===== src/verilog/crs_defs.svh =====
// Constants for the cluster reset sequencer controller.
// Assumes inclusion by bare name from the verilog/ folder.
`ifndef CRS_DEFS_SVH
`define CRS_DEFS_SVH
// =====================================================================
// Cluster geometry and clock ratio
`define CRS_NUM_CORES 4
`define CRS_PERIPH_DIV 3
`define CRS_PERIPH_DIV_MIN 2
// =====================================================================
// Timing in main clock cycles
`define CRS_ASSERT_MIN_CYC 9
`define CRS_ASSERT_SAFE_CYC 15
`define CRS_GATE_SETTLE_CYC 10
`define CRS_DEBUG_HOLD_CYC 4
`define CRS_CNT_W 5
// =====================================================================
// Reset kind encodings on the request port
`define CRS_KIND_W 3
`define CRS_KIND_CLU_COLD 3'h0
`define CRS_KIND_CLU_WARM 3'h1
`define CRS_KIND_CORE_COLD 3'h2
`define CRS_KIND_CORE_WARM 3'h3
`define CRS_KIND_SIMD_POR 3'h4
`define CRS_KIND_CLU_DBG 3'h5
`define CRS_KIND_CORE_DBG 3'h6
`define CRS_KIND_WDOG 3'h7
`endif


===== src/verilog/crs_pkg.sv =====
// Types for the cluster reset sequencer controller.
// Assumes crs_defs.svh is on the include path.
`include "crs_defs.svh"
package crs_pkg;
  // ===================================================================
  // Sequencer states
  typedef enum logic [5:0] {
    CRS_IDLE   = 6'h01,
    CRS_ASSERT = 6'h02,
    CRS_GATE   = 6'h04,
    CRS_REL    = 6'h08,
    CRS_UNGATE = 6'h10,
    CRS_DBG    = 6'h20
  } crs_state_e;
  typedef logic [`CRS_NUM_CORES-1:0] crs_mask_t;
endpackage : crs_pkg


===== src/verilog/crs_periph_clk.sv =====
// Peripheral clock pulse generator, a divider on the main clock.
// Assumes the controller clock is the cluster main clock.
`timescale 1ns/100ps
`default_nettype none
`include "crs_defs.svh"
module crs_periph_clk (
  input  wire logic clk_sys_in,
  input  wire logic sys_rst_in,
  input  wire logic run_in,
  output logic      periph_clock_out,
  output logic      periph_pulse_out
);
  // ===================================================================
  // Divide counter
  logic [3:0] cnt_r;
  logic [3:0] cnt_nxt;
  logic       clk_r;
  logic       clk_nxt;
  logic       pls_r;
  logic       pls_nxt;
  always_comb begin
    cnt_nxt = 4'h0;
    clk_nxt = 1'b0;
    pls_nxt = 1'b0;
    if (run_in) begin
      cnt_nxt = (cnt_r == 4'(`CRS_PERIPH_DIV - 1)) ? 4'h0 : cnt_r + 4'h1;
      clk_nxt = (cnt_nxt < 4'(`CRS_PERIPH_DIV / 2));
      pls_nxt = (cnt_nxt == 4'(`CRS_PERIPH_DIV - 1));
    end
  end
  always_ff @(posedge clk_sys_in or posedge sys_rst_in) begin
    if (sys_rst_in) begin
      cnt_r <= 4'h0;
      clk_r <= 1'b0;
      pls_r <= 1'b0;
    end else begin
      cnt_r <= cnt_nxt;
      clk_r <= clk_nxt;
      pls_r <= pls_nxt;
    end
  end
  assign periph_clock_out = clk_r;
  assign periph_pulse_out = pls_r;
  // ===================================================================
  // Checks
  ratio_min_a: assert property (@(posedge clk_sys_in) disable iff (sys_rst_in)
    pls_r |=> !pls_r) else $error("pulse too frequent");
  pulse_edge_a: assert property (@(posedge clk_sys_in) disable iff (sys_rst_in)
    $rose(clk_r) |-> $past(pls_r)) else $error("pulse not ahead of rising edge");
endmodule : crs_periph_clk
`default_nettype wire


===== src/verilog/crs_sequencer.sv =====
// Reset sequencer that drives the reset and clock-gate inputs of a cluster.
// Assumes requests come from logic on the main clock; all outputs are
// synchronous to that clock.
// What this block does
// - All cluster signals synchronous to main clock
// - Peripheral clock is main clock divided by N>=2
// - Peripheral pulse marks next peripheral rising edge, one cycle ahead
// - Peripheral clock may stop when unused
// - Cluster cold: every reset driven low
// - Cluster warm: as cold, debug stays high
// - Core cold: core, SIMD, debug of n low
// - Core warm: core n, SIMD n low, flag n too if req_wdog_in
// - Watchdog flag: only flag reset n low
// - Cold cluster reset applied at power-up
// - Release resets synchronously using clock gates
// - Hold asserted resets at least nine cycles; debug and watchdog kinds hold four
// - Safe hold of fifteen cycles supplied
// - Gate, wait eleven, release, wait ten, ungate
// - Warm cluster never asserts debug resets
// - Core cold gates core n like cluster
// - Per-core resets keep other cores' debug
// - SIMD reset: hold, gate, release, ungate
// - Cluster debug: gates stay deasserted throughout
// - Core debug: core n gates stay deasserted
`timescale 1ns/100ps
`default_nettype none
`include "crs_defs.svh"
module crs_sequencer (
  input  wire logic                          clk_sys_in,
  input  wire logic                          sys_rst_in,
  input  wire logic                          req_valid_in,
  input  wire logic [`CRS_KIND_W-1:0]        req_kind_in,
  input  wire logic [1:0]                    req_core_in,
  input  wire logic                          req_wdog_in,
  input  wire logic                          periph_run_in,
  output logic                               req_ready_out,
  output logic                               busy_out,
  output logic                               coherency_ctrl_reset_n_out,
  output logic                               private_periph_reset_n_out,
  output logic [`CRS_NUM_CORES-1:0]          core_reset_n_out,
  output logic [`CRS_NUM_CORES-1:0]          simd_reset_n_out,
  output logic [`CRS_NUM_CORES-1:0]          debug_reset_n_out,
  output logic [`CRS_NUM_CORES-1:0]          wdog_flag_reset_n_out,
  output logic [`CRS_NUM_CORES-1:0]          core_clock_gate_out,
  output logic [`CRS_NUM_CORES-1:0]          simd_clock_gate_out,
  output logic                               peripheral_clock_out,
  output logic                               peripheral_clock_pulse_out
);
  // ===================================================================
  // State
  crs_pkg::crs_state_e           st_r, st_nxt;
  logic [`CRS_CNT_W-1:0]         cnt_r, cnt_nxt;
  logic                          por_r, por_nxt;
  logic                          clu_r, clu_nxt;
  logic                          dbg_r, dbg_nxt;
  logic                          wdo_r, wdo_nxt;
  crs_pkg::crs_mask_t            cmask_r, cmask_nxt;
  crs_pkg::crs_mask_t            smask_r, smask_nxt;
  crs_pkg::crs_mask_t            dmask_r, dmask_nxt;
  crs_pkg::crs_mask_t            wmask_r, wmask_nxt;
  crs_pkg::crs_mask_t            cgate_r, cgate_nxt;
  crs_pkg::crs_mask_t            sgate_r, sgate_nxt;
  crs_pkg::crs_mask_t            one_n;
  logic                          take;

  assign one_n = crs_pkg::crs_mask_t'(4'h1) << req_core_in;
  assign req_ready_out = (st_r == crs_pkg::CRS_IDLE) && !por_r;
  assign take = req_valid_in && req_ready_out;
  assign busy_out = (st_r != crs_pkg::CRS_IDLE) || por_r;

  // ===================================================================
  // Next state
  always_comb begin
    st_nxt    = st_r;
    cnt_nxt   = cnt_r;
    por_nxt   = por_r;
    clu_nxt   = clu_r;
    dbg_nxt   = dbg_r;
    wdo_nxt   = wdo_r;
    cmask_nxt = cmask_r;
    smask_nxt = smask_r;
    dmask_nxt = dmask_r;
    wmask_nxt = wmask_r;
    cgate_nxt = cgate_r;
    sgate_nxt = sgate_r;
    unique case (st_r)
      crs_pkg::CRS_IDLE: begin
        cnt_nxt = '0;
        if (por_r) begin
          por_nxt   = 1'b0;
          clu_nxt   = 1'b1;
          cmask_nxt = '1;
          smask_nxt = '1;
          dmask_nxt = '1;
          wmask_nxt = '1;
          st_nxt    = crs_pkg::CRS_ASSERT;
        end else if (take) begin
          clu_nxt   = 1'b0;
          dbg_nxt   = 1'b0;
          wdo_nxt   = 1'b0;
          cmask_nxt = '0;
          smask_nxt = '0;
          dmask_nxt = '0;
          wmask_nxt = '0;
          st_nxt    = crs_pkg::CRS_ASSERT;
          case (req_kind_in)
            `CRS_KIND_CLU_COLD: begin
              clu_nxt = 1'b1;
              cmask_nxt = '1;
              smask_nxt = '1;
              dmask_nxt = '1;
              wmask_nxt = '1;
            end
            `CRS_KIND_CLU_WARM: begin
              clu_nxt = 1'b1;
              cmask_nxt = '1;
              smask_nxt = '1;
              wmask_nxt = '1;
            end
            `CRS_KIND_CORE_COLD: begin
              cmask_nxt = one_n;
              smask_nxt = one_n;
              dmask_nxt = one_n;
              wmask_nxt = req_wdog_in ? one_n : '0;
            end
            `CRS_KIND_CORE_WARM: begin
              cmask_nxt = one_n;
              smask_nxt = one_n;
              wmask_nxt = req_wdog_in ? one_n : '0;
            end
            `CRS_KIND_SIMD_POR: begin
              smask_nxt = one_n;
            end
            `CRS_KIND_CLU_DBG: begin
              dbg_nxt = 1'b1;
              dmask_nxt = '1;
              st_nxt = crs_pkg::CRS_DBG;
            end
            `CRS_KIND_CORE_DBG: begin
              dbg_nxt = 1'b1;
              dmask_nxt = one_n;
              st_nxt = crs_pkg::CRS_DBG;
            end
            default: begin
              wdo_nxt = 1'b1;
              wmask_nxt = one_n;
              st_nxt = crs_pkg::CRS_DBG;
            end
          endcase
        end
      end
      crs_pkg::CRS_ASSERT: begin
        cnt_nxt = cnt_r + 1'b1;
        if (cnt_r == `CRS_CNT_W'(`CRS_ASSERT_SAFE_CYC - 1)) begin
          cnt_nxt   = '0;
          cgate_nxt = cmask_r;
          sgate_nxt = smask_r;
          st_nxt    = crs_pkg::CRS_GATE;
        end
      end
      crs_pkg::CRS_GATE: begin
        cnt_nxt = cnt_r + 1'b1;
        if (cnt_r == `CRS_CNT_W'(`CRS_GATE_SETTLE_CYC - 1)) begin
          cnt_nxt = '0;
          st_nxt  = crs_pkg::CRS_REL;
        end
      end
      crs_pkg::CRS_REL: begin
        clu_nxt   = 1'b0;
        cmask_nxt = '0;
        smask_nxt = '0;
        dmask_nxt = '0;
        wmask_nxt = '0;
        st_nxt    = crs_pkg::CRS_UNGATE;
      end
      crs_pkg::CRS_UNGATE: begin
        cnt_nxt = cnt_r + 1'b1;
        if (cnt_r == `CRS_CNT_W'(`CRS_GATE_SETTLE_CYC - 1)) begin
          cnt_nxt   = '0;
          cgate_nxt = '0;
          sgate_nxt = '0;
          st_nxt    = crs_pkg::CRS_IDLE;
        end
      end
      crs_pkg::CRS_DBG: begin
        cnt_nxt = cnt_r + 1'b1;
        if (cnt_r == `CRS_CNT_W'(`CRS_DEBUG_HOLD_CYC - 1)) begin
          cnt_nxt   = '0;
          dmask_nxt = '0;
          wmask_nxt = '0;
          dbg_nxt   = 1'b0;
          wdo_nxt   = 1'b0;
          st_nxt    = crs_pkg::CRS_IDLE;
        end
      end
      default: begin
        st_nxt = crs_pkg::CRS_IDLE;
      end
    endcase
  end

  always_ff @(posedge clk_sys_in or posedge sys_rst_in) begin
    if (sys_rst_in) begin
      st_r    <= crs_pkg::CRS_IDLE;
      cnt_r   <= '0;
      por_r   <= 1'b1;
      clu_r   <= 1'b1;
      dbg_r   <= 1'b0;
      wdo_r   <= 1'b0;
      cmask_r <= '1;
      smask_r <= '1;
      dmask_r <= '1;
      wmask_r <= '1;
      cgate_r <= '0;
      sgate_r <= '0;
    end else begin
      st_r    <= st_nxt;
      cnt_r   <= cnt_nxt;
      por_r   <= por_nxt;
      clu_r   <= clu_nxt;
      dbg_r   <= dbg_nxt;
      wdo_r   <= wdo_nxt;
      cmask_r <= cmask_nxt;
      smask_r <= smask_nxt;
      dmask_r <= dmask_nxt;
      wmask_r <= wmask_nxt;
      cgate_r <= cgate_nxt;
      sgate_r <= sgate_nxt;
    end
  end

  // ===================================================================
  // Outputs, all registered on the main clock
  assign coherency_ctrl_reset_n_out = !clu_r;
  assign private_periph_reset_n_out = !clu_r;
  assign core_reset_n_out           = ~cmask_r;
  assign simd_reset_n_out           = ~smask_r;
  assign debug_reset_n_out          = ~dmask_r;
  assign wdog_flag_reset_n_out      = ~wmask_r;
  assign core_clock_gate_out        = cgate_r;
  assign simd_clock_gate_out        = sgate_r;

  crs_periph_clk u_periph (
    .clk_sys_in       (clk_sys_in),
    .sys_rst_in       (sys_rst_in),
    .run_in           (periph_run_in),
    .periph_clock_out (peripheral_clock_out),
    .periph_pulse_out (peripheral_clock_pulse_out)
  );

  // ===================================================================
  // Checks
  logic any_rst;
  assign any_rst = clu_r || (|cmask_r) || (|smask_r);

  hold_nine_a: assert property (@(posedge clk_sys_in) disable iff (sys_rst_in)
    $rose(any_rst) |-> any_rst [*8] ##1 any_rst) else $error("reset held short");
  release_gated_a: assert property (@(posedge clk_sys_in) disable iff (sys_rst_in)
    ($fell(clu_r) || $changed(cmask_r) && !(|cmask_r)) |-> (|cgate_r || |sgate_r))
    else $error("release without gate");
  ungate_wait_a: assert property (@(posedge clk_sys_in) disable iff (sys_rst_in)
    $fell(st_r == crs_pkg::CRS_REL) |-> (|cgate_r || |sgate_r) [*8] ##2 1'b1)
    else $error("ungate too early");
  warm_debug_a: assert property (@(posedge clk_sys_in) disable iff (sys_rst_in)
    (take && req_kind_in == `CRS_KIND_CLU_WARM) |=> dmask_r == '0)
    else $error("warm asserted debug");
  core_warm_a: assert property (@(posedge clk_sys_in) disable iff (sys_rst_in)
    (take && req_kind_in == `CRS_KIND_CORE_WARM) |=> (dmask_r == '0 && $onehot(cmask_r)))
    else $error("core warm asserted debug");
  dbg_nogate_a: assert property (@(posedge clk_sys_in) disable iff (sys_rst_in)
    (st_r == crs_pkg::CRS_DBG) |-> (cgate_r == '0 && sgate_r == '0 && !clu_r))
    else $error("gate during debug");
  dbg_only_a: assert property (@(posedge clk_sys_in) disable iff (sys_rst_in)
    dbg_r |-> (!clu_r && cmask_r == '0 && smask_r == '0 && wmask_r == '0 && |dmask_r))
    else $error("debug reset not alone");
  wdog_only_a: assert property (@(posedge clk_sys_in) disable iff (sys_rst_in)
    wdo_r |-> (cmask_r == '0 && smask_r == '0 && dmask_r == '0 && $onehot(wmask_r)))
    else $error("watchdog reset not alone");
  simd_only_a: assert property (@(posedge clk_sys_in) disable iff (sys_rst_in)
    (take && req_kind_in == `CRS_KIND_SIMD_POR) |=> (cmask_r == '0 && $onehot(smask_r)))
    else $error("simd reset touches core");
  por_first_a: assert property (@(posedge clk_sys_in)
    $fell(sys_rst_in) |-> clu_r && (&dmask_r) && (&wmask_r))
    else $error("power-up reset missing");
  ready_idle_a: assert property (@(posedge clk_sys_in) disable iff (sys_rst_in)
    take |=> !req_ready_out) else $error("ready while busy");

  cold_c: cover property (@(posedge clk_sys_in) disable iff (sys_rst_in)
    take && req_kind_in == `CRS_KIND_CORE_COLD);
  simd_c: cover property (@(posedge clk_sys_in) disable iff (sys_rst_in)
    take && req_kind_in == `CRS_KIND_SIMD_POR);
  dbg_c: cover property (@(posedge clk_sys_in) disable iff (sys_rst_in)
    take && req_kind_in == `CRS_KIND_CLU_DBG);
  done_c: cover property (@(posedge clk_sys_in) disable iff (sys_rst_in)
    $fell(busy_out));
  wdog_c: cover property (@(posedge clk_sys_in) disable iff (sys_rst_in)
    take && req_kind_in == `CRS_KIND_WDOG);
endmodule : crs_sequencer
`default_nettype wire


===== config.mk =====
export PLATFORM = sky130hd
export DESIGN_NAME = crs_sequencer
export DESIGN_NICKNAME = d
export VERILOG_FILES = /design/src/verilog/crs_pkg.sv /design/src/verilog/crs_periph_clk.sv /design/src/verilog/crs_sequencer.sv
export VERILOG_INCLUDE_DIRS = /design/src /design/src/verilog
export SDC_FILE = /design/constraint.sdc
export NUM_CORES = 1
export LEC_CHECK = 0
export ABC_CLOCK_PERIOD_IN_PS = 2700
export BUFFER_PORTS_ARGS = -buffer_cell sky130_fd_sc_hd__buf_2
export CORE_MARGIN = 5
export CORE_UTILIZATION = 45
export DETAILED_ROUTE_END_ITERATION = 12
export GPL_TIMING_DRIVEN = 0
export PLACE_DENSITY = 0.66
export SLEW_MARGIN = 20
export SYNTH_ARGS = -nofsm -noshare
export SYNTH_HDL_FRONTEND = slang
export SYNTH_SLANG_ARGS = --single-unit

===== constraint.sdc =====
create_clock -name clk_sys_in -period 2.7 [get_ports clk_sys_in]
set_clock_uncertainty 0.2 [all_clocks]
set_input_delay 0.135 -clock clk_sys_in [delete_from_list [all_inputs] [get_ports clk_sys_in]]
set_output_delay 0.135 -clock clk_sys_in [all_outputs]
set_load 0.05 [all_outputs]

======== Word level (Yosys, flattened, before mapping) ========
Index checks and enable logic that the tools add are counted.
word-level totals
  bits in registers ....................... 43
  bits of input ports ..................... 10
  output and inout bits ................... 30
  logic and storage cells ................. 109
operators by class
  $add $sub $neg .......................... 2
  magnitude comparators ................... 1
  eq/ne operators ......................... 23
  shift-type cells ........................ 1
  muxes and demuxes ....................... 43
  bitwise logic cells ..................... 4
  reduce and logical (&&, ||, !) cells .... 22
operator list
  cell                   number
  $mux W4                15
  $pmux W4 S2            7
  $mux W6                7
  $pmux W4 S3            3
  $pmux W6 S6            1
  $pmux W5 S4            1
  $not A4 Y4             4
  $mux W5                3
  $eq A5 B4 Y1 const B   2
  $reduce_or A2 Y1       5
  $eq A3 B3 Y1 const B   3
  $eq A4 B2 Y1 const B   2
  $ne A2 B2 Y1 const B   4
  $eq A3 B2 Y1 const B   2
  $eq A6 B1 Y1 const B   1
  $eq A6 B2 Y1 const B   1
  $eq A6 B3 Y1 const B   1
  $eq A6 B4 Y1 const B   1
  $eq A6 B5 Y1 const B   1
  $eq A6 B6 Y1 const B   1
  $ne A6 B1 Y1 const B   1
  $reduce_and A3 Y1      2
  $reduce_or A3 Y1       2
  $add A5 B1 Y5 const B  1
  18 further kinds       25

======== Depth between registers and ports, before layout ========
  word-level depth ........................ 6
  depth in mapped cells ................... 6

======== By module ========
A second synthesis with hierarchy kept.
unflattened totals
  cells, all modules ...................... 254
  area total of the unflattened synthesis .. 2341.0 um^2
modules (own cells, without submodules)
  module          times used  cells each  area each (um^2)  sequential area each (um^2)
  crs_sequencer   1           225         2025.7            949.7
  crs_periph_clk  1           29          315.3             150.1

======== Worst setup path after synthesis ========
OpenSTA, ideal clock, no wires.
  path type ............................... reg-to-reg
  start ................................... register st_r[4]
  end ..................................... register st_r[5]
  arrival time ............................ 2468 ps
  setup slack ............................. -68 ps
  stages on the path, launching flop included .. 7
  buffers on the path ..................... 1
  period minus slack after synthesis ...... 2768 ps
  cell sequence ........................... dfrtp_1 -> buf_2 -> nor2_1 -> nand3_1 -> nor2_1 -> inv_1 -> o31ai_1
between the ends
  word-level cells in the longest chain between the ends .. 5
  elaborated cells on any way between the ends .. 15
  those cells by class .................... eq/ne (11); mux (1); reduce/logical (3)
ends and longest elaborated chain
  item                                RTL line              RTL
  start: declaration                  crs_sequencer.sv:51   crs_pkg::crs_state_e st_r, st_nxt;
  start signal: assignment            crs_sequencer.sv:204  st_r <= crs_pkg::CRS_IDLE;
  start signal: assignment            crs_sequencer.sv:217  st_r <= st_nxt;
  $eq A6 B1 Y1                        crs_sequencer.sv:67   assign req_ready_out = (st_r == crs_pkg::CRS_IDLE) && !por_r;
  $logic_and A1 B1 Y1                 crs_sequencer.sv:67
  net req_ready_out                   crs_sequencer.sv:36   output logic req_ready_out,
  $logic_and A1 B1 Y1                 crs_sequencer.sv:68   assign take = req_valid_in && req_ready_out;
  $ne A3 B3 Y1 (no source line)       -
  $reduce_and A5 Y1 (no source line)  -
The timed path passes the listed nets, and every way through them passes these cells.
A chain may end at the register's enable or synchronous reset.

======== Final worst setup path ========
  start ................................... register st_r[4]
  end ..................................... output req_ready_out
between the ends
  word-level cells in the longest chain between the ends .. 2
ends and longest elaborated chain
  item                 RTL line
  $eq A6 B1 Y1         crs_sequencer.sv:67
  $logic_and A1 B1 Y1  crs_sequencer.sv:67
  end: declaration     crs_sequencer.sv:36
Every way passes these cells.

==> reports/summary.log <==
INFO  worst_setup_path timing.critical_path.fanout_max=8
INFO  pwr            static-leakage-power=1.20nW
INFO  floorplan      initial_core_util=0.464
INFO  logic_synthesis synth_most_common_cell=sky130_fd_sc_hd__inv_1
INFO  logic_synthesis post_synth_num_cell_types=51
INFO  logic_synthesis post_synth.cell_area_avg=9.72squm
INFO  cells_and_area layout.nets=307
INFO  routing        count_of_tritonroute_iterations_in_the_first_routing_pass=4
INFO  sta            setup_tns=0ps
INFO  routing        dr_total_vias=1,908
INFO  routing        wl=5.06mm
INFO  sta            report.final.setup_viol=0
INFO  sta            fin_crit_sh=0.850
INFO  routing        drt_iter0_markers=116
INFO  floorplan      core-area=0.00511sqmm
INFO  pwr            irDropWorstVdd=0.409mV
INFO  worst_setup_path cp.required=2370ps
INFO  global_route   grt_max_degree=31
INFO  cells_and_area syn2layout_area_growth=18.9%
INFO  routing        detail_route.drc_violations=0
INFO  cells_and_area diodes=0
INFO  clock_network  cts_made_buffers=5
INFO  sta            finalHoldViolations=0
INFO  worst_setup_path critical-path-max-stage-delay=360ps
INFO  sta            finalMaxSlewViolations=0
INFO  placed_design  dp_hpwl=3.76mm
INFO  logic_synthesis async_flop_share=1.00
INFO  sta            hold-worst-slack=24.8ps
INFO  sta            final_critical_path_setup_slack=404ps
INFO  cells_and_area layout-drive-gt1-share=0.288
INFO  clock_network  worst_setup_hold_path_clk_slew=80ps
INFO  worst_setup_path timing.critical_path.slowest_stage_cell=sky130_fd_sc_hd__dfrtp_1
INFO  worst_setup_path crit_top_cell=sky130_fd_sc_hd__buf_2
INFO  clock_network  h_tree_depth_reported_by_cts=2
INFO  logic_synthesis synth_top_cell_by_area=sky130_fd_sc_hd__dfrtp_1
INFO  logic_synthesis synth_area=0.00237sqmm
INFO  logic_synthesis synth_top_flop_cell=sky130_fd_sc_hd__dfrtp_1
INFO  global_route   global_route_wire_length_before_repair=8.42mm
INFO  placed_design  buffer_ports.inserted=39
INFO  sta            max_freq=0.436GHz
INFO  logic_synthesis yosys_warnings=0
INFO  global_route   first_global_vias=1,787
INFO  placed_design  place_area=0.00268sqmm
INFO  logic_synthesis synthCells=244
INFO  logic_synthesis flip_flop_and_latch_count_after_synthesis=43
INFO  worst_setup_path crit_arrival=1960ps
INFO  worst_setup_path path_class=reg2out
INFO  flow_run       max_cap_violations=0
INFO  floorplan      die_area=0.00682sqmm
INFO  cells_and_area finish.instance_area=0.00282sqmm
INFO  worst_setup_path worst_path_cell_chain=buf_2 -> nor2_1 -> nand3_1 -> nor2_2 -> buf_2
INFO  sta            slew-limit-headroom=0.497
INFO  global_route   grt_antenna_before_repair=0
INFO  run_status     result_of_the_run=completed
INFO  routing        drt.antenna.violating_nets=0
INFO  clock_network  cts_max_path_buffers=2
INFO  worst_setup_path cp_top_family=simple AND/OR/NAND/NOR gates
INFO  floorplan      std_cell_rows=26
INFO  clock_network  clock_insertion_delay_worst_skew=290ps
INFO  routing        detailed_route_wire_length_per_cell=13.9microns
INFO  clock_network  cts_tree=built
INFO  routing        routed_via_density=5.23
INFO  clock_network  clockRootBuffer=sky130_fd_sc_hd__clkbuf_8
INFO  cells_and_area multi_input_comb_area=0.00109sqmm
INFO  placed_design  globalplace.congestion=0.883
INFO  clock_network  tritoncts_num_sinks=43
INFO  placed_design  dpl_worst_slack=389ps
INFO  sta            rsz0062_at_grt=false
INFO  floorplan      die_x=82.6microns
INFO  sta            post-route-min-period=2300ps
INFO  logic_synthesis netlist_top_cells_area=sky130_fd_sc_hd__dfrtp_1, sky130_fd_sc_hd__dfstp_2, sky130_fd_sc_hd__inv_1, sky130_fd_sc_hd__o2bb2ai_1, sky130_fd_sc_hd__mux2i_1
INFO  pwr            power-per-cell-area=1090mW/mm^2
INFO  worst_setup_path critical_path_end_type=output pin
INFO  clock_network  post_cts.repair.setup_buffers=0
INFO  logic_synthesis synth-seq-area-share=0.464
INFO  worst_setup_path start_kind=register
INFO  logic_synthesis synth.top_cells.by_count=sky130_fd_sc_hd__inv_1, sky130_fd_sc_hd__dfrtp_1, sky130_fd_sc_hd__dfstp_2
INFO  cells_and_area final-seq-area=0.00110sqmm
INFO  sta            worst_pin_slew=747ps
INFO  logic_synthesis synth-edff-count=0
INFO  cells_and_area nFillCells=498
INFO  floorplan      die_height=82.6microns
INFO  global_route   globalRouteTotalUtil=0.160
INFO  hold_path      hp-class=in2reg
INFO  floorplan      io_pins=40
INFO  logic_synthesis yosys.area.top_type_share=0.253
INFO  global_route   grt_overflow=0
INFO  logic_synthesis mappedNetlistNets=257
INFO  worst_setup_path critical_path.n_buffers_inverters=2
[cells by family (layout without fill, tap and decap cells)]
kind of cell | after synthesis | in the layout | share of synthesized area
AOI/OAI and AO/OA | 70 | 70 | 0.214
xor gates and xnor gates | 6 | 6 | 0.0222
adders and majority gates | 3 | 3 | 0.0158
buffers and inverters | 45 | 96 | 0.0791
DFF | 43 | 43 | 0.464
muxes | 9 | 9 | 0.0380
and+or+nand+nor | 68 | 68 | 0.168
[repair_timing]
action | in CTS | in global routing
endpoints found under the hold margin | 38 | 0
hold buffers | 3 | 0
resized for setup | 0 | 0
[worst paths after layout]
| kind | slack (ps) | end | cells after the start | from |
|---|---|---|---|---|
| min in group asynchronous | 130 | u_periph.periph_clock_out | 3 | sys_rst_in |
| max in group asynchronous | 1640 | cmask_r[1] | 4 | sys_rst_in |
| hold / removal | 20 | cmask_r[0] | 3 | req_valid_in |
| setup reg to reg | 450 | core_clock_gate_out[3] | 5 | st_r[2] |
| setup / recovery | 400 | req_ready_out | 5 | st_r[4] |
| hold reg to reg | 290 | dmask_r[2] | 1 | dmask_r[2] |
[tightest hold or removal path: stages]
cell and delay, ps:
sky130_fd_sc_hd__buf_2 120, sky130_fd_sc_hd__a31oi_1 180, sky130_fd_sc_hd__o2bb2ai_1 80
[power by group]
group	leakage [nW]	total [mW]	internal (mW)	switching (mW)
Combinational	0.614	1.58	0.482	1.10
Clock	0.0581	0.499	0.275	0.224
Sequential	0.528	0.996	0.889	0.107
[through the flow]
step	instances	utilization	power (mW)
finish	365	0.552	3.08
global route	365	0.552	3.30
CTS	365	0.552	3.12
detailed placement	354	0.524	2.60
global placement	353	0.520	2.58
floorplan	244	-	2.25
[metal layers]
layer  global-route usage  vias up  share of wire
met4               0.0392        0         0.0065
met5                    0        -              0
met1                0.212      901           0.47
met3               0.0423        4          0.056
met2                0.261       40           0.47
li1                     -      963              -
[cell type report]
type                       instances  area share
timing repair buffer              43      0.0870
clock inverter                     3      0.0155
multi-input combinational        156       0.386
tap                               70      0.0311
inverter                          36      0.0479
clock buffer                       5      0.0244
sequential                        43       0.390
buffer                             9      0.0186
[cells in the final DEF (no fill, tap or decap), types with 3 or more instances in the layout]
| master | n |
|---|---|
| sky130_fd_sc_hd__buf_2 | 42 |
| sky130_fd_sc_hd__inv_1 | 35 |
| sky130_fd_sc_hd__dfrtp_1 | 24 |
| sky130_fd_sc_hd__dfstp_2 | 19 |
| sky130_fd_sc_hd__nand2_1 | 13 |
| sky130_fd_sc_hd__o21ai_0 | 12 |
| sky130_fd_sc_hd__a21oi_1 | 12 |
| sky130_fd_sc_hd__o2bb2ai_1 | 12 |
| sky130_fd_sc_hd__nor2_1 | 9 |
| sky130_fd_sc_hd__mux2i_1 | 9 |
| sky130_fd_sc_hd__nor2b_1 | 7 |
| sky130_fd_sc_hd__a31oi_1 | 7 |
| sky130_fd_sc_hd__nand3_1 | 6 |
| sky130_fd_sc_hd__nand4_1 | 5 |
| sky130_fd_sc_hd__clkbuf_8 | 5 |
| sky130_fd_sc_hd__nand2b_1 | 4 |
| sky130_fd_sc_hd__a22o_2 | 4 |
| sky130_fd_sc_hd__nor3_1 | 3 |
| sky130_fd_sc_hd__xor2_1 | 3 |
| sky130_fd_sc_hd__clkbuf_1 | 3 |
| sky130_fd_sc_hd__xnor2_1 | 3 |
| sky130_fd_sc_hd__o31ai_1 | 3 |
| sky130_fd_sc_hd__and2_1 | 3 |
| sky130_fd_sc_hd__a32o_1 | 3 |
| sky130_fd_sc_hd__a21boi_0 | 3 |
| sky130_fd_sc_hd__ha_1 | 3 |
| sky130_fd_sc_hd__dlygate4sd3_1 | 3 |
[state kept, by name, indices dropped and copies added (netlist names)]
signal                     count
clu_r                          1
u_periph.periph_pulse_out      1
simd_clock_gate_out            4
u_periph.periph_clock_out      1
st_r                           6
core_clock_gate_out            4
cnt_r                          5
wmask_r                        4
por_r                          1
u_periph.cnt_r                 4
cmask_r                        4
smask_r                        4
dmask_r                        4
Power figures use the tool's default switching activity.
